<file path="src/adcs_defines.svh">
`ifndef ADCS_DEFINES_SVH
`define ADCS_DEFINES_SVH

// Register offsets on the plain register port.
`define ADCS_OFF_BUS_CTRL  4'h0
`define ADCS_OFF_DRAM_CTRL 4'h4
`define ADCS_OFF_LW_CFG    4'h8
`define ADCS_OFF_STATUS    4'hc

// Field positions.
`define ADCS_BCR_DRAM_BIT  0
`define ADCS_BCR_IO_BIT    1
`define ADCS_DCR_MUX_BIT   0
`define ADCS_LW02_LSB      0
`define ADCS_LW6_LSB       2

// Reset values.
`define ADCS_BCR_RST       8'h00
`define ADCS_DCR_RST       8'h00
`define ADCS_LW_RST        8'h0f
`define ADCS_SEL_IDLE      8'hff

// Boot mode pin codes.
`define ADCS_MODE_EXT8     3'h0
`define ADCS_MODE_EXT16    3'h1
`define ADCS_MODE_ROM      3'h2

`endif

</file>
<file path="src/adcs_pkg.sv">
package adcs_pkg;

   typedef enum logic [2:0] {
      ADCS_SP_EXT   = 3'b000,
      ADCS_SP_ROM   = 3'b001,
      ADCS_SP_PERI  = 3'b010,
      ADCS_SP_RAM   = 3'b011,
      ADCS_SP_DRAM  = 3'b100,
      ADCS_SP_MUXIO = 3'b101
   } adcs_space_e;

   typedef enum logic [1:0] {
      ADCS_W8  = 2'b00,
      ADCS_W16 = 2'b01,
      ADCS_W32 = 2'b10
   } adcs_width_e;

   typedef enum logic [1:0] {
      ADCS_ST_IDLE = 2'b00,
      ADCS_ST_T1   = 2'b01,
      ADCS_ST_LW   = 2'b10,
      ADCS_ST_COL  = 2'b11
   } adcs_state_e;

   typedef struct packed {
      logic [2:0]  area;
      adcs_space_e space;
      adcs_width_e width;
      logic        off_chip;
      logic        cs_en;
      logic        long_wait;
      logic        lw_area6;
      logic        dram_mux;
      logic [23:0] phys;
   } adcs_dec_s;

endpackage : adcs_pkg

</file>
<file path="src/adcs_area_dec.sv">
`timescale 1ns/1ps
`include "adcs_defines.svh"

module adcs_area_dec #(
   parameter bit ROM_IS_32K = 1'b0
) (
   input  wire logic [27:0]       addr_i,
   input  wire logic [2:0]        boot_mode_pins_i,
   input  wire logic              dram_area_enable_i,
   input  wire logic              row_col_mux_enable_i,
   input  wire logic              muxed_io_enable_i,
   output adcs_pkg::adcs_dec_s    dec_o
);

   wire logic        a27      = addr_i[27];
   wire logic [23:0] ext_phys = {2'h0, addr_i[21:0]};
   wire logic [23:0] rom_phys = ROM_IS_32K ? {9'h000, addr_i[14:0]} : {10'h000, addr_i[13:0]};

   always_comb begin
      dec_o           = '0;
      dec_o.area      = addr_i[26:24];
      dec_o.space     = adcs_pkg::ADCS_SP_EXT;
      dec_o.width     = a27 ? adcs_pkg::ADCS_W16 : adcs_pkg::ADCS_W8;
      dec_o.off_chip  = 1'b1;
      dec_o.cs_en     = 1'b1;
      dec_o.phys      = ext_phys;
      case (addr_i[26:24])
         3'h0: begin
            dec_o.long_wait = 1'b1;
            if (boot_mode_pins_i == `ADCS_MODE_ROM) begin
               dec_o.space     = adcs_pkg::ADCS_SP_ROM;
               dec_o.width     = adcs_pkg::ADCS_W32;
               dec_o.off_chip  = 1'b0;
               dec_o.cs_en     = 1'b0;
               dec_o.long_wait = 1'b0;
               dec_o.phys      = rom_phys;
            end else if (boot_mode_pins_i == `ADCS_MODE_EXT16) begin
               dec_o.width = adcs_pkg::ADCS_W16;
            end else begin
               dec_o.width = adcs_pkg::ADCS_W8;
            end
         end
         3'h1: begin
            if (dram_area_enable_i) begin
               dec_o.space    = adcs_pkg::ADCS_SP_DRAM;
               dec_o.cs_en    = 1'b0;
               dec_o.dram_mux = row_col_mux_enable_i;
               if (row_col_mux_enable_i) begin
                  dec_o.phys = addr_i[23:0];
               end
            end
         end
         3'h2: begin
            dec_o.long_wait = 1'b1;
         end
         3'h5: begin
            if (!a27) begin
               dec_o.space    = adcs_pkg::ADCS_SP_PERI;
               dec_o.width    = addr_i[8] ? adcs_pkg::ADCS_W16 : adcs_pkg::ADCS_W8;
               dec_o.off_chip = 1'b0;
               dec_o.cs_en    = 1'b0;
               dec_o.phys     = {15'h0000, addr_i[8:0]};
            end
         end
         3'h6: begin
            if (!a27) begin
               dec_o.width = addr_i[14] ? adcs_pkg::ADCS_W16 : adcs_pkg::ADCS_W8;
            end
            if (!a27 && muxed_io_enable_i) begin
               dec_o.space = adcs_pkg::ADCS_SP_MUXIO;
            end else begin
               dec_o.long_wait = 1'b1;
               dec_o.lw_area6  = 1'b1;
            end
         end
         3'h7: begin
            if (a27) begin
               dec_o.space    = adcs_pkg::ADCS_SP_RAM;
               dec_o.width    = adcs_pkg::ADCS_W32;
               dec_o.off_chip = 1'b0;
               dec_o.cs_en    = 1'b0;
               dec_o.phys     = {14'h0000, addr_i[9:0]};
            end
         end
         default: begin
            dec_o.long_wait = 1'b0;
         end
      endcase
   end

endmodule : adcs_area_dec

</file>
<file path="src/adcs_area_decode_chip_select.sv">
// The implementer's own choices: the register offsets and the strobed register port.
`timescale 1ns/1ps
`include "adcs_defines.svh"

// Operation
// - A26-A24 pick area, its select goes low.
// - No select for on-chip ROM, peripherals, RAM.
// - A23/A22 not driven; 4 Mbyte shadows.
// - In areas 0-4 both A27 halves reach the same space.
// - Boot pins set area 0 type, width.
// - ROM ignores upper bits, no area 0 select.
// - Areas 0 (except ROM boot), 2 get 1-4 long waits.
// - DRAM enable low makes area 1 external.
// - Areas 1-4 width from A27, select asserted except for DRAM in area 1.
// - DRAM mux drives A23-A0 on A11-A0, no select.
// - Area 5 low half is peripherals, A8 width.
// - Area 5 high half is 16-bit external.
// - Area 6 low half muxed I/O or external.
// - Muxed I/O width from A14, select asserted.
// - Area 6 external: A14 width in low half, 16-bit in high half, own long wait.
// - Area 7 low half is 8-bit external.
// - Area 7 high half is 1 kbyte RAM.
// - A31-A28 ignored and never driven.
module adcs_area_decode_chip_select #(
   parameter bit ROM_IS_32K = 1'b0
) (
   input  wire logic                 mclk_i,
   input  wire logic                 sys_rst_i,
   input  wire logic [3:0]           reg_addr_i,
   input  wire logic [7:0]           reg_wdata_i,
   input  wire logic                 reg_wr_i,
   input  wire logic                 reg_rd_i,
   output wire logic [7:0]           reg_rdata_o,
   input  wire logic [2:0]           boot_mode_pins_i,
   input  wire logic                 acc_req_i,
   input  wire logic [31:0]          acc_addr_i,
   output wire logic                 acc_ready_o,
   output wire logic                 cycle_done_o,
   output wire logic [7:0]           area_select_n_o,
   output wire logic [23:0]          pin_addr_o,
   output wire logic                 dram_col_phase_o,
   output wire adcs_pkg::adcs_space_e space_o,
   output wire adcs_pkg::adcs_width_e bus_width_o,
   output wire logic [2:0]           long_wait_states_o
);

   function automatic logic [7:0] sel_for(input logic [2:0] area);
      sel_for = ~(8'h01 << area);
   endfunction : sel_for

   // Mode pins are straps from outside and pass two flip-flops first.
   logic [2:0] mode_s1_q;
   logic [2:0] mode_s2_q;

   logic [7:0]              bcr_q;
   logic [7:0]              dcr_q;
   logic [7:0]              lwc_q;
   logic [7:0]              rdata_q;
   adcs_pkg::adcs_state_e   state_q;
   adcs_pkg::adcs_state_e   state_d;
   adcs_pkg::adcs_dec_s     dec;
   adcs_pkg::adcs_dec_s     dec_q;
   logic [7:0]              sel_q;
   logic [7:0]              sel_d;
   logic [23:0]             addr_q;
   logic [23:0]             addr_d;
   logic [2:0]              lw_states_q;

   wire logic dram_area_enable   = bcr_q[`ADCS_BCR_DRAM_BIT];
   wire logic muxed_io_enable    = bcr_q[`ADCS_BCR_IO_BIT];
   wire logic row_col_mux_enable = dcr_q[`ADCS_DCR_MUX_BIT];
   wire logic [1:0] area02_long_wait = lwc_q[`ADCS_LW02_LSB+1:`ADCS_LW02_LSB];
   wire logic [1:0] area6_long_wait  = lwc_q[`ADCS_LW6_LSB+1:`ADCS_LW6_LSB];

   always_ff @(posedge mclk_i) begin
      if (sys_rst_i) begin
         mode_s1_q <= 3'h0;
         mode_s2_q <= 3'h0;
      end else begin
         mode_s1_q <= boot_mode_pins_i;
         mode_s2_q <= mode_s1_q;
      end
   end

   // Register port: writes take effect at the next edge, reads answer one cycle later.
   wire logic wr_bcr = reg_wr_i && reg_addr_i == `ADCS_OFF_BUS_CTRL;
   wire logic wr_dcr = reg_wr_i && reg_addr_i == `ADCS_OFF_DRAM_CTRL;
   wire logic wr_lwc = reg_wr_i && reg_addr_i == `ADCS_OFF_LW_CFG;
   wire logic [7:0] status_val = {3'h0, state_q, dec_q.space};
   wire logic [7:0] rd_val =
      (reg_addr_i == `ADCS_OFF_BUS_CTRL)  ? {6'h00, bcr_q[1:0]} :
      (reg_addr_i == `ADCS_OFF_DRAM_CTRL) ? {7'h00, dcr_q[0]} :
      (reg_addr_i == `ADCS_OFF_LW_CFG)    ? {4'h0, lwc_q[3:0]} :
      (reg_addr_i == `ADCS_OFF_STATUS)    ? status_val : 8'h00;

   always_ff @(posedge mclk_i) begin
      if (sys_rst_i) begin
         bcr_q   <= `ADCS_BCR_RST;
         dcr_q   <= `ADCS_DCR_RST;
         lwc_q   <= `ADCS_LW_RST;
         rdata_q <= 8'h00;
      end else begin
         if (wr_bcr) begin
            bcr_q <= {6'h00, reg_wdata_i[1:0]};
         end
         if (wr_dcr) begin
            dcr_q <= {7'h00, reg_wdata_i[0]};
         end
         if (wr_lwc) begin
            lwc_q <= {4'h0, reg_wdata_i[3:0]};
         end
         rdata_q <= reg_rd_i ? rd_val : 8'h00;
      end
   end

   // Only A27-A0 enter the decoder; the top nibble has no effect anywhere.
   adcs_area_dec #(
      .ROM_IS_32K (ROM_IS_32K)
   ) u_dec (
      .addr_i               (acc_addr_i[27:0]),
      .boot_mode_pins_i     (mode_s2_q),
      .dram_area_enable_i   (dram_area_enable),
      .row_col_mux_enable_i (row_col_mux_enable),
      .muxed_io_enable_i    (muxed_io_enable),
      .dec_o                (dec)
   );

   wire logic start   = (state_q == adcs_pkg::ADCS_ST_IDLE) && acc_req_i;
   wire logic in_t1   = (state_q == adcs_pkg::ADCS_ST_T1);
   wire logic in_lw   = (state_q == adcs_pkg::ADCS_ST_LW);
   wire logic in_col  = (state_q == adcs_pkg::ADCS_ST_COL);
   wire logic to_col  = in_t1 && dec_q.space == adcs_pkg::ADCS_SP_DRAM && dec_q.dram_mux;
   wire logic to_lw   = in_t1 && !to_col && dec_q.long_wait;
   wire logic lw_zero;
   wire logic last    = (in_t1 && !to_col && !to_lw) || (in_lw && lw_zero) || in_col;
   wire logic [1:0] lw_field = dec.lw_area6 ? area6_long_wait : area02_long_wait;

   adcs_wait_cnt #(
      .W (2)
   ) u_wait (
      .mclk_i     (mclk_i),
      .sys_rst_i  (sys_rst_i),
      .load_i     (start),
      .load_val_i (lw_field),
      .dec_i      (in_lw),
      .zero_o     (lw_zero)
   );

   always_comb begin
      state_d = state_q;
      case (state_q)
         adcs_pkg::ADCS_ST_IDLE: begin
            if (acc_req_i) begin
               state_d = adcs_pkg::ADCS_ST_T1;
            end
         end
         adcs_pkg::ADCS_ST_T1: begin
            if (to_col) begin
               state_d = adcs_pkg::ADCS_ST_COL;
            end else if (to_lw) begin
               state_d = adcs_pkg::ADCS_ST_LW;
            end else begin
               state_d = adcs_pkg::ADCS_ST_IDLE;
            end
         end
         adcs_pkg::ADCS_ST_LW: begin
            if (lw_zero) begin
               state_d = adcs_pkg::ADCS_ST_IDLE;
            end
         end
         adcs_pkg::ADCS_ST_COL: begin
            state_d = adcs_pkg::ADCS_ST_IDLE;
         end
         default: begin
            state_d = adcs_pkg::ADCS_ST_IDLE;
         end
      endcase
   end

   // Selects fall only for areas the decoder marks as select-carrying.
   wire logic [7:0] sel_start = dec.cs_en ? sel_for(dec.area) : `ADCS_SEL_IDLE;
   assign sel_d = start ? sel_start : (last ? `ADCS_SEL_IDLE : sel_q);

   // Multiplexed DRAM puts the row half out first, then the column half.
   wire logic [23:0] row_addr = {12'h000, dec.phys[23:12]};
   wire logic [23:0] col_addr = {12'h000, dec_q.phys[11:0]};
   assign addr_d = start ? (dec.dram_mux ? row_addr : dec.phys) :
                   (to_col ? col_addr : addr_q);

   always_ff @(posedge mclk_i) begin
      if (sys_rst_i) begin
         state_q     <= adcs_pkg::ADCS_ST_IDLE;
         dec_q       <= '0;
         sel_q       <= `ADCS_SEL_IDLE;
         addr_q      <= 24'h000000;
         lw_states_q <= 3'h0;
      end else begin
         state_q <= state_d;
         sel_q   <= sel_d;
         addr_q  <= addr_d;
         if (start) begin
            dec_q       <= dec;
            lw_states_q <= dec.long_wait ? {1'b0, lw_field} + 3'h1 : 3'h0;
         end
      end
   end

   assign reg_rdata_o        = rdata_q;
   assign acc_ready_o        = (state_q == adcs_pkg::ADCS_ST_IDLE);
   assign cycle_done_o       = last;
   assign area_select_n_o    = sel_q;
   assign pin_addr_o         = addr_q;
   assign dram_col_phase_o   = in_col;
   assign space_o            = dec_q.space;
   assign bus_width_o        = dec_q.width;
   assign long_wait_states_o = lw_states_q;

   // Cycles spent in the long-wait state, for checking only.
   logic [2:0] lw_run_q;
   always_ff @(posedge mclk_i) begin
      if (sys_rst_i || !in_lw) begin
         lw_run_q <= 3'h0;
      end else begin
         lw_run_q <= lw_run_q + 3'h1;
      end
   end
endmodule : adcs_area_decode_chip_select

</file>
<file path="src/adcs_wait_cnt.sv">
`timescale 1ns/1ps

module adcs_wait_cnt #(
   parameter int W = 2
) (
   input  wire logic         mclk_i,
   input  wire logic         sys_rst_i,
   input  wire logic         load_i,
   input  wire logic [W-1:0] load_val_i,
   input  wire logic         dec_i,
   output wire logic         zero_o
);

   logic [W-1:0] cnt_q;

   always_ff @(posedge mclk_i) begin
      if (sys_rst_i) begin
         cnt_q <= '0;
      end else if (load_i) begin
         cnt_q <= load_val_i;
      end else if (dec_i && cnt_q != '0) begin
         cnt_q <= cnt_q - W'(1);
      end
   end

   assign zero_o = (cnt_q == '0);

endmodule : adcs_wait_cnt

</file>
<file path="config.mk">
export PLATFORM = sky130hd
export DESIGN_NAME = adcs_area_decode_chip_select
export DESIGN_NICKNAME = d
export VERILOG_FILES = /design/src/adcs_pkg.sv /design/src/adcs_area_dec.sv /design/src/adcs_area_decode_chip_select.sv /design/src/adcs_wait_cnt.sv
export VERILOG_INCLUDE_DIRS = /design/src
export SDC_FILE = /design/constraint.sdc
export NUM_CORES = 1
export LEC_CHECK = 0
export BUFFER_PORTS_ARGS = -buffer_cell sky130_fd_sc_hd__buf_4
export CORE_ASPECT_RATIO = 1.75
export CORE_UTILIZATION = 46
export CTS_CLUSTER_SIZE = 8
export DETAILED_ROUTE_END_ITERATION = 10
export HOLD_SLACK_MARGIN = 0.15
export PLACE_DENSITY = 0.71
export RECOVER_POWER = 100
export SETUP_SLACK_MARGIN = 0.05
export SLEW_MARGIN = 25
export SYNTH_ARGS = -nofsm -noshare
export SYNTH_HDL_FRONTEND = slang
export SYNTH_SLANG_ARGS = --single-unit
</file>
<file path="constraint.sdc">
create_clock -name mclk_i -period 1.76 [get_ports mclk_i]
set_clock_uncertainty 0.05 [all_clocks]
set_input_delay 0.176 -clock mclk_i [delete_from_list [all_inputs] [get_ports mclk_i]]
set_output_delay 0.176 -clock mclk_i [all_outputs]
set_load 0.02 [all_outputs]
</file>
==> results_dict.tcl, run 1 <==
set metrics [dict create \
    grt_antenna_before_repair 0 \
    via_per_inst 5.506 \
    cts_root_buf "clkbuf_16" \
    synth_flop_cell "dfxtp_1" \
    place.gp.congestion 0.8368 \
    num_io_pins 103 \
    cts_max_path_buffers 2 \
    critPathLaunchType "flop" \
    outcome "finished clean" \
    drv_slew 0 \
    stdcell_area_mm2 0.004906 \
    slowest_delay_ps 530 \
    fin_hold_ws_ps 154.1 \
    synth-edff-count 0 \
    port_buffers 91 \
    fill_cells 619 \
    nNetsFinal 570 \
    p_per_area_mw_per_mm2 850.6 \
    fp.coreArea_mm2 0.007182 \
    synthArstFlopShare 0 \
    drv_cap 0 \
    synth_mux_area_frac 0.05452 \
    vias 3342 \
    dieArea_mm2 0.007796 \
    synth-xor-area-share 0.005123 \
    cp_slowest_cell "or4b_4" \
    path_clk_slew_ps 50 \
    whs_path_depth 3 \
    relSlewSlack 0.6715 \
    fp.dieW_um 67.18 \
    drc_errors 0 \
    vdd_drop_max_mv 0.6661 \
    tritoncts "yes" \
    syn-mean-instance-area_um2 9.119 \
    synth_compound_area_frac 0.1888 \
    p_switching_mw 1.063 \
    dp_hpwl_um 6569 \
    final_cells 607 \
    htree_levels 3 \
    yosysSeqAreaShare 0.4449 \
    synth_top_family_by_area "simple AND/OR/NAND/NOR gates" \
    arrival_ps 1930 \
    grt_start_max_net_pins 35 \
    power_frac_comb 0.160 \
    reg2reg_slack_ps 20 \
    rsz0062_at_grt "true" \
    grt_pass1_vias 3218 \
    first_pass_iters 4 \
    hold_path_end "reg_rdata_o[2]" \
    grt-ovfl-total 0 \
    placedCellCount 550 \
    path_buf_inv 1 \
    rows 41 \
    grt_pass1_wl_um 14550 \
    ys_seq_elements 76 \
    max_freq_mhz 576.3 \
    yosys.area_share.simple 0.2214 \
    critical_path_class "flop to flop" \
    synth_cells 375 \
    worst_skew_pair.late_latency_ps 330 \
    drive_above_1_share 0.2572 \
    finalSetupViolations 0 \
    regArea_mm2 0.001525 \
    switching_share 0.2547 \
    p_clk_frac 0.397 \
    reg2reg_depth 4 \
    hold_violations 0 \
    critPathTopFamily "simple AND/OR/NAND/NOR gates" \
    clock_sinks 76 \
    crit_chain "buf_6 -> or4b_4 -> or4_4 -> o31ai_2" \
    die_h_um 116.1 \
    fin_crit_sh 0.9859 \
    area_growth_pct 43.47 \
    wirelength_um 9903 \
    postPlaceCellArea_mm2 0.004250 \
    end_kind "flop" \
    multi_input_area_mm2 0.001758 \
    synth_fa_ha_area_frac 0.007318 \
    p_leak_nw 2.065 \
    ys_warn_count 0 \
    grt_usage 0.2518 \
    num_antenna_cells 0 \
    cts_made_buffers 9 \
    start_util 0.4761 \
    worstPathMaxFanout 3 \
    post_drt_wl_per_cell_um 16.31 \
    worst_slack_ps 24.87 \
    synth_cell_types 60 \
    syn_area_mm2 0.003420 \
    ant_nets 0 \
    worstHoldStart "reg_addr_i[2]" \
    tightest_slew_ps 486.6 \
    crit_required_ps 1960 \
    drt_iter0_drc 197 \
    reg2reg_to "long_wait_states_o[0]" \
    intPower_mw 3.110 \
    r2r-start "state_q[0]" \
    hold_class "input pin to flop" \
    fin_crit_ps 1735 \
    p_seq_frac 0.443 \
    dp_slack_ps -126.2 \
]
## sequential cells by signal (all words and copies together) (netlist names)
| name | cells |
|---|---|
| mode_s2_q | 3 |
| space_o | 3 |
| mode_s1_q | 3 |
| lwc_q | 4 |
| u_wait.cnt_q | 2 |
| dcr_q | 1 |
| reg_rdata_o | 5 |
| bcr_q | 2 |
| long_wait_states_o | 3 |
| col_addr | 12 |
| area_select_n_o | 8 |
| pin_addr_o | 24 |
| bus_width_o | 2 |
| state_q | 2 |
| dec_q | 2 |
## kinds of logic after synthesis
group           Yosys count
other cells               1
buf+inv                  44
compound gates           91
fa+ha+maj                 2
flops                    76
mux                      18
xor+xnor                  2
simple gates            141
## cells in the mapped netlist, types with 2 or more instances
library cell  instances  area [µm²]
dfxtp_1              76        1521
nand2_1              42       157.7
a21oi_1              30       150.1
nor2_1               20       75.07
clkbuf_1             18       67.56
nand3_1              17       85.08
a211oi_1             15       112.6
mux2i_1              13       130.1
and3_1               10       62.56
nor2b_1              10       62.56
a22o_1                9       78.83
buf_4                 9       67.56
nand2b_1              8       50.05
inv_1                 6       22.52
buf_6                 5       56.30
mux2_2                5       56.30
a211o_1               4       35.03
buf_2                 4       20.02
nand3b_1              4       30.03
nor3_1                4       20.02
nor3b_1               4       30.03
o21ai_0               4       20.02
o32a_1                4       40.04
a221oi_1              3       26.28
a22oi_1               3       22.52
a311oi_1              3       26.28
o22a_1                3       26.28
or3_1                 3       18.77
and2_1                2       12.51
ha_1                  2       25.02
nand4_1               2       12.51
nor4_1                2       12.51
o21a_1                2       15.01
o22ai_1               2       12.51
xnor2_1               2       17.52
## power by group through the flow
| stage | clock [mW] | combinational [mW] | sequential (mW) |
|---|---|---|---|
| 2_1_floorplan | 0 | 0.296 | 1.93 |
| 3_3_place_gp | 0 | 0.575 | 1.88 |
| 3_5_place_dp | 0 | 0.583 | 1.88 |
| 4_1_cts | 1.66 | 0.664 | 1.85 |
| 5_1_grt | 1.73 | 0.720 | 1.86 |
| 6_report | 1.66 | 0.668 | 1.85 |
## cells in the final DEF (no fill, tap or decap), types with 2 or more instances in the layout
cell           netlist  layout
and2_4               0       2
mux2i_1             13      13
o22a_1               3       3
buf_12               0       2
a211oi_1            15      13
o21ai_0              4       4
nand3_1             17      17
dfxtp_2              0       3
clkbuf_1            18      46
a21oi_1             30      29
buf_6                5       2
a211o_1              4       4
mux2_4               0       2
nand2b_1             8       8
a22oi_2              0       2
buf_4                9      78
xnor2_1              2       2
clkbuf_4             0       3
conb_1               1       3
clkbuf_16            0      10
o32a_1               4       4
a211oi_2             0       2
nor2_1              20      19
mux2_2               5       3
nor2b_1             10       9
nor3b_1              4       3
a221oi_2             0       2
dlygate4sd3_1        0      37
a311oi_1             3       3
inv_1                6       6
a22o_1               9       9
dfxtp_1             76      73
o21a_1               2       2
nand3b_1             4       4
nand2_1             42      41
clkinv_2             0       2
nor3_1               4       3
nand4_1              2       2
and3_1              10      10
or3_1                3       3
## repair_timing
item / in CTS / in global routing
pin swaps: 2 / 4
gates cloned: 0 / 2
endpoints found under the setup margin: 16 / 34
buffers inserted: 2 / 0
hold buffers: 37 / 0
resized for setup: 12 / 21
hold endpoints to repair: 39 / 0
## worst max-delay path by stage
stage	from	end	slack [ps]	cells after the start
after floorplan	state_q[0]	pin_addr_o[14]	30	6
after global placement	state_q[0]	long_wait_states_o[2]	-110	5
after detailed placement	state_q[0]	long_wait_states_o[1]	-130	5
after CTS	state_q[0]	area_select_n_o[4]	10	5
after global routing	u_wait.cnt_q[0]	cycle_done_o	-30	6
final	state_q[0]	long_wait_states_o[0]	20	4
## per-stage QoR
| stage | utilization | TNS, ps | power, mW |
|---|---|---|---|
| floorplan | - | 0 | 2.221 |
| global placement | 0.5918 | -214.7 | 2.454 |
| detailed placement | 0.5918 | -414.9 | 2.466 |
| CTS | 0.6883 | 0 | 4.173 |
| global route | 0.6831 | -43.29 | 4.305 |
| finish | 0.6831 | 0 | 4.173 |
## worst min-delay path, cell delays in order
cell and delay (ps):
buf_4 160, mux2i_1 90, nor2_1 70
## per-layer routing
layer / part of all wire / GRT usage / vias up
li1: - / - / 1628
met1: 0.37 / 0.2471 / 1589
met2: 0.57 / 0.4860 / 112
met3: 0.043 / 0.04331 / 13
met4: 0.018 / 0.1163 / 0
met5: 0 / 0 / -
## area by class of cell
cell class,instances,share of cell area
clock buffer,14,0.05177
clock inverter,2,0.002040
inverter,6,0.004591
multi-input combinational,257,0.3583
sequential,76,0.3109
tap,86,0.02193
timing repair buffer,166,0.2504
Note: power is estimated with default switching activity, not from simulation.
==> inputs of run 2 (changes only) <==
Settings changed: CORE_UTILIZATION 46 to 51, PLACE_DENSITY 0.71 to 0.75.
Clock period 1.76 ns to 1.9 ns, I/O delays scaled along.
==> run 2 against run 1 <==
  * Via count down 2.6%
  * Global-route usage up 2.0 points
  * Sequential cell count unchanged
  * Non-clock buffer count down 12
  * Critical path depth down 1
  * Clock power down 13%
  * Die area down 9.6%
  * Setup slack better by 66 ps
  * Sequential share of layout area up 2.0 points
  * Final cell count down 3.1%
==> results_dict.tcl, run 2 (same netlist as run 1, synthesis figures left out) <==
set metrics [dict create \
    outcome "finished clean" \
    multi_input_area_mm2 0.001654 \
    drv_cap 0 \
    path_buf_inv 0 \
    wirelength_um 9125 \
    fill_cells 556 \
    critPathTopFamily "simple AND/OR/NAND/NOR gates" \
    path_clk_slew_ps 60 \
    crit_chain "or4b_4 -> or4_1 -> o31ai_2" \
    grt_usage 0.2720 \
    area_growth_pct 34.47 \
    p_leak_nw 1.913 \
    fin_util 0.7085 \
    rows 39 \
    critPathLaunchType "flop" \
    arrival_ps 2010 \
    finalSetupViolations 0 \
    finalPower_mw 3.714 \
    cts_root_buf "clkbuf_16" \
    max_freq_mhz 552.8 \
    slowest_delay_ps 610 \
    worst_skew_pair.late_latency_ps 340 \
    drv_slew 0 \
    vias 3256 \
    end_kind "flop" \
    layout_commonest_cell "dfxtp_1" \
    tritoncts "yes" \
    fin_crit_ps 1809 \
    mostFrequentLayoutCells "75 x dfxtp_1, 66 x buf_4, 52 x clkbuf_1" \
    hold_class "input pin to flop" \
    via_per_inst 5.537 \
    cts_made_buffers 9 \
    p_per_area_mw_per_mm2 807.8 \
    post_drt_wl_per_cell_um 15.52 \
    grt_pass1_wl_um 14530 \
    ant_nets 0 \
    drc_errors 0 \
    grt_antenna_before_repair 0 \
    cp_slowest_cell "or4_1" \
    fp.coreArea_mm2 0.006490 \
    fp.dieW_um 63.90 \
    regArea_mm2 0.001523 \
    die_h_um 110.3 \
    fin_crit_sh 0.9522 \
    hold_violations 0 \
    first_pass_iters 4 \
    worstPathMaxFanout 5 \
    final_cells 588 \
    fin_hold_ws_ps 161.7 \
    clock_sinks 76 \
    stdcell_area_mm2 0.004598 \
    dieArea_mm2 0.007049 \
    drive_above_1_share 0.1917 \
    tns_ps 0 \
    drt_iter0_drc 176 \
    num_io_pins 103 \
    placedCellCount 538 \
    place.gp.congestion 0.8275 \
    port_buffers 91 \
    reg2reg_slack_ps 90 \
    htree_levels 3 \
    grt-ovfl-total 0 \
    start_util 0.5269 \
    cts_max_path_buffers 2 \
    relSlewSlack 0.5948 \
    postPlaceCellArea_mm2 0.004168 \
    dp_slack_ps -139.4 \
    nNetsFinal 558 \
    vdd_drop_max_mv 0.6061 \
    critical_path_class "flop to flop" \
    grt_start_max_net_pins 32 \
    worst_slack_ps 90.87 \
    dp_hpwl_um 6384 \
    num_antenna_cells 0 \
    tightest_slew_ps 598.4 \
    grt_pass1_vias 3157 \
    largest_reg_flops 24 \
    crit_required_ps 2100 \
    rsz0062_at_grt "true" \
]
-- run 2: changes by cell type in the layout (fill, tap and decap cells not counted), sizes merged --
cell | previous run | this run
dlygate4sd3 | 37 | 36
buf | 83 | 66
clkinv | 2 | 0
clkbuf | 60 | 65
-- run 2: power breakdown --
group | total, mW | switching (mW) | internal [mW]
registers | 1.71 | 0.0405 | 1.67
clock network | 1.45 | 0.589 | 0.863
logic | 0.552 | 0.297 | 0.254
total | 3.71 | 0.927 | 2.79
-- run 2: area by class of cell --
cell class / count / area share
timing repair buffer: 154 / 0.2297
multi-input combinational: 257 / 0.3597
inverter: 6 / 0.004898
tap: 82 / 0.02231
clock buffer: 13 / 0.05224
sequential: 76 / 0.3312
-- run 2: repair_timing --
item	in CTS	in global routing
gates resized for setup	2	6
pin swaps	0	1
endpoints found under the setup margin	2	12
buffers inserted	0	1
cloned	0	0
hold endpoints to repair	40	0
hold buffers	36	0
-- run 2: layer usage --
metal,global-route usage,part of all wire,up-vias
met3,0.04424,0.038,22
met2,0.5046,0.54,115
li1,-,-,1592
met5,0,0,-
met1,0.2808,0.39,1527
met4,0.1688,0.040,0
-- run 2: worst paths after layout --
path,endpoint,cells after the start,startpoint
min reg2reg,mode_s2_q[2],1,mode_s1_q[2]
min,bcr_q[1],4,reg_addr_i[1]
max,long_wait_states_o[0],3,state_q[0]
max reg2reg,long_wait_states_o[0],3,state_q[0]
-- run 2: tightest hold or removal path, cell delays in order --
cell and delay (ps):
buf_4 90, nor3_1 80, nand3_1 90, a21oi_1 50
==> inputs of run 3 (changes only) <==
--- a/config.mk
+++ b/config.mk
@@ -14,5 +14,4 @@
 export HOLD_SLACK_MARGIN = 0.15
 export PLACE_DENSITY = 0.75
-export RECOVER_POWER = 100
 export SETUP_SLACK_MARGIN = 0.05
 export SLEW_MARGIN = 25
==> constraint.sdc (replaced) <==
create_clock -name mclk_i -period 1.9 [get_ports mclk_i]
set_clock_uncertainty 0.05 [all_clocks]
set_input_delay 0.285 -clock mclk_i [delete_from_list [all_inputs] [get_ports mclk_i]]
set_output_delay 0.285 -clock mclk_i [all_outputs]
set_load 0.02 [all_outputs]
==> run 3 against run 2 <==
  * Combinational power about the same
  * Final cell count decreased by 2.7%
  * Design area increased by 0.98%
  * Die area unchanged
  * Hold slack got worse by 2.3 ps
  * Critical endpoint is now cycle_done_o
==> results_dict.tcl, run 3 (same netlist as run 1, synthesis figures left out) <==
set metrics [dict create \
    post_drt_wl_per_cell_um 14.91 \
    critical_path_class "flop to output pin" \
    clock_sinks 76 \
    grt-ovfl-total 0 \
    port_buffers 91 \
    dieArea_mm2 0.007049 \
    worst_skew_pair.late_latency_ps 330 \
    vias 3125 \
    drv_cap 0 \
    p_per_area_mw_per_mm2 815.6 \
    largest_reg_flops 24 \
    place.gp.congestion 0.7819 \
    hold_class "input pin to flop" \
    die_h_um 110.3 \
    path_buf_inv 2 \
    max_freq_mhz 557.9 \
    crit_chain "buf_4 -> nor2b_2 -> a211oi_2 -> buf_4" \
    regArea_mm2 0.001523 \
    hold_violations 0 \
    grt_pass1_wl_um 13510 \
    arrival_ps 1460 \
    critPathTopFamily "buffers and inverters" \
    relSlewSlack 0.6692 \
    grt_antenna_before_repair 0 \
    num_io_pins 103 \
    num_antenna_cells 0 \
    grt_pass1_vias 3022 \
    path_common_cell "buf_4" \
    dp_slack_ps -83.43 \
    rows 39 \
    crit_required_ps 1560 \
    mostFrequentLayoutCells "122 x buf_4, 75 x dfxtp_1, 40 x nand2_1" \
    fin_crit_sh 0.9435 \
    slowest_delay_ps 340 \
    wirelength_um 8527 \
    fin_util 0.7154 \
    cp-startpoint "state_q[0]" \
    drv_slew 0 \
    postPlaceCellArea_mm2 0.004190 \
    first_pass_iters 4 \
    worstHoldStart "acc_addr_i[1]" \
    dp_hpwl_um 6176 \
    layout_commonest_cell "buf_4" \
    grt_start_max_net_pins 47 \
    via_per_inst 5.463 \
    tritoncts "yes" \
    vdd_drop_max_mv 0.5027 \
    outcome "finished clean" \
    start_util 0.5269 \
    stdcell_area_mm2 0.004643 \
    tightest_slew_ps 492.4 \
    fill_cells 550 \
    nNetsFinal 539 \
    end_kind "output pin" \
    cts_made_buffers 9 \
    cts_root_buf "clkbuf_16" \
    cp_slowest_cell "dfxtp_1" \
    fp.dieW_um 63.90 \
    drt_iter0_drc 195 \
    cts_max_path_buffers 2 \
    rsz0062_at_grt "false" \
    grt_usage 0.2537 \
    worstPathMaxFanout 6 \
    drive_above_1_share 0.3184 \
    area_growth_pct 35.78 \
    fin_crit_ps 1793 \
    finalSetupViolations 0 \
    path_clk_slew_ps 50 \
    worst_slack_ps 107.4 \
    critPathLaunchType "flop" \
    multi_input_area_mm2 0.001685 \
    htree_levels 3 \
    p_leak_nw 2.048 \
    fp.coreArea_mm2 0.006490 \
    ant_nets 0 \
    r2r-start "state_q[0]" \
    drc_errors 0 \
]
run 3: metrics by stage:
| stage | hold slack, ps | cells | power, mW | setup TNS, ps |
|---|---|---|---|---|
| after floorplan | 313.1 | 377 | 2.056 | 0 |
| after global placement | 367.2 | 541 | 2.256 | -56.62 |
| after detailed placement | 374.2 | 541 | 2.267 | -83.43 |
| after CTS | 152.8 | 572 | 3.800 | 0 |
| after global routing | 170.1 | 572 | 3.922 | 0 |
| final | 159.4 | 572 | 3.787 | 0 |
run 3: final timing paths:
check        cells after the start  slack (ps)               endpoint
max                              4         110           cycle_done_o
min                              3         160            col_addr[1]
max reg2reg                      3         130  long_wait_states_o[0]
min reg2reg                      1         380           mode_s2_q[0]
run 3: report_power, final:
part           switching (mW)  internal (mW)  leakage (nW)
Clock                   0.608          0.916         0.131
Combinational           0.286          0.267          1.29
Sequential             0.0396           1.67         0.623
run 3: repair_timing:
item,4_1_cts,5_1_grt
gates resized for setup,3,6
buffers inserted,2,0
hold endpoints to repair,12,0
pin swaps,1,1
endpoints found under the setup margin,2,26
hold buffers,13,0
run 3: final cells by class:
cell class | instances | area share
multi-input cells | 257 | 0.3630
flip-flops and latches | 76 | 0.3279
repair buffers | 135 | 0.2253
clock buffers | 14 | 0.05470
well taps | 82 | 0.02210
inverters | 6 | 0.004850
clock inverters | 2 | 0.002156
run 3: worst register-to-register path, delay by kind of cell (launching register included):
| kind | cells | cell delay [ps] |
|---|---|---|
| AOI/OAI and AO/OA | 1 | 180 |
| DFF | 1 | 340 |
| and+or+nand+nor | 2 | 1120 |
run 3: per-layer routing:
metal	vias up	GRT usage	share of wire
met1	1446	0.2577	0.38
met4	0	0.1347	0.033
met5	-	0	0
met2	96	0.4696	0.54
li1	1556	-	-
met3	27	0.06379	0.046
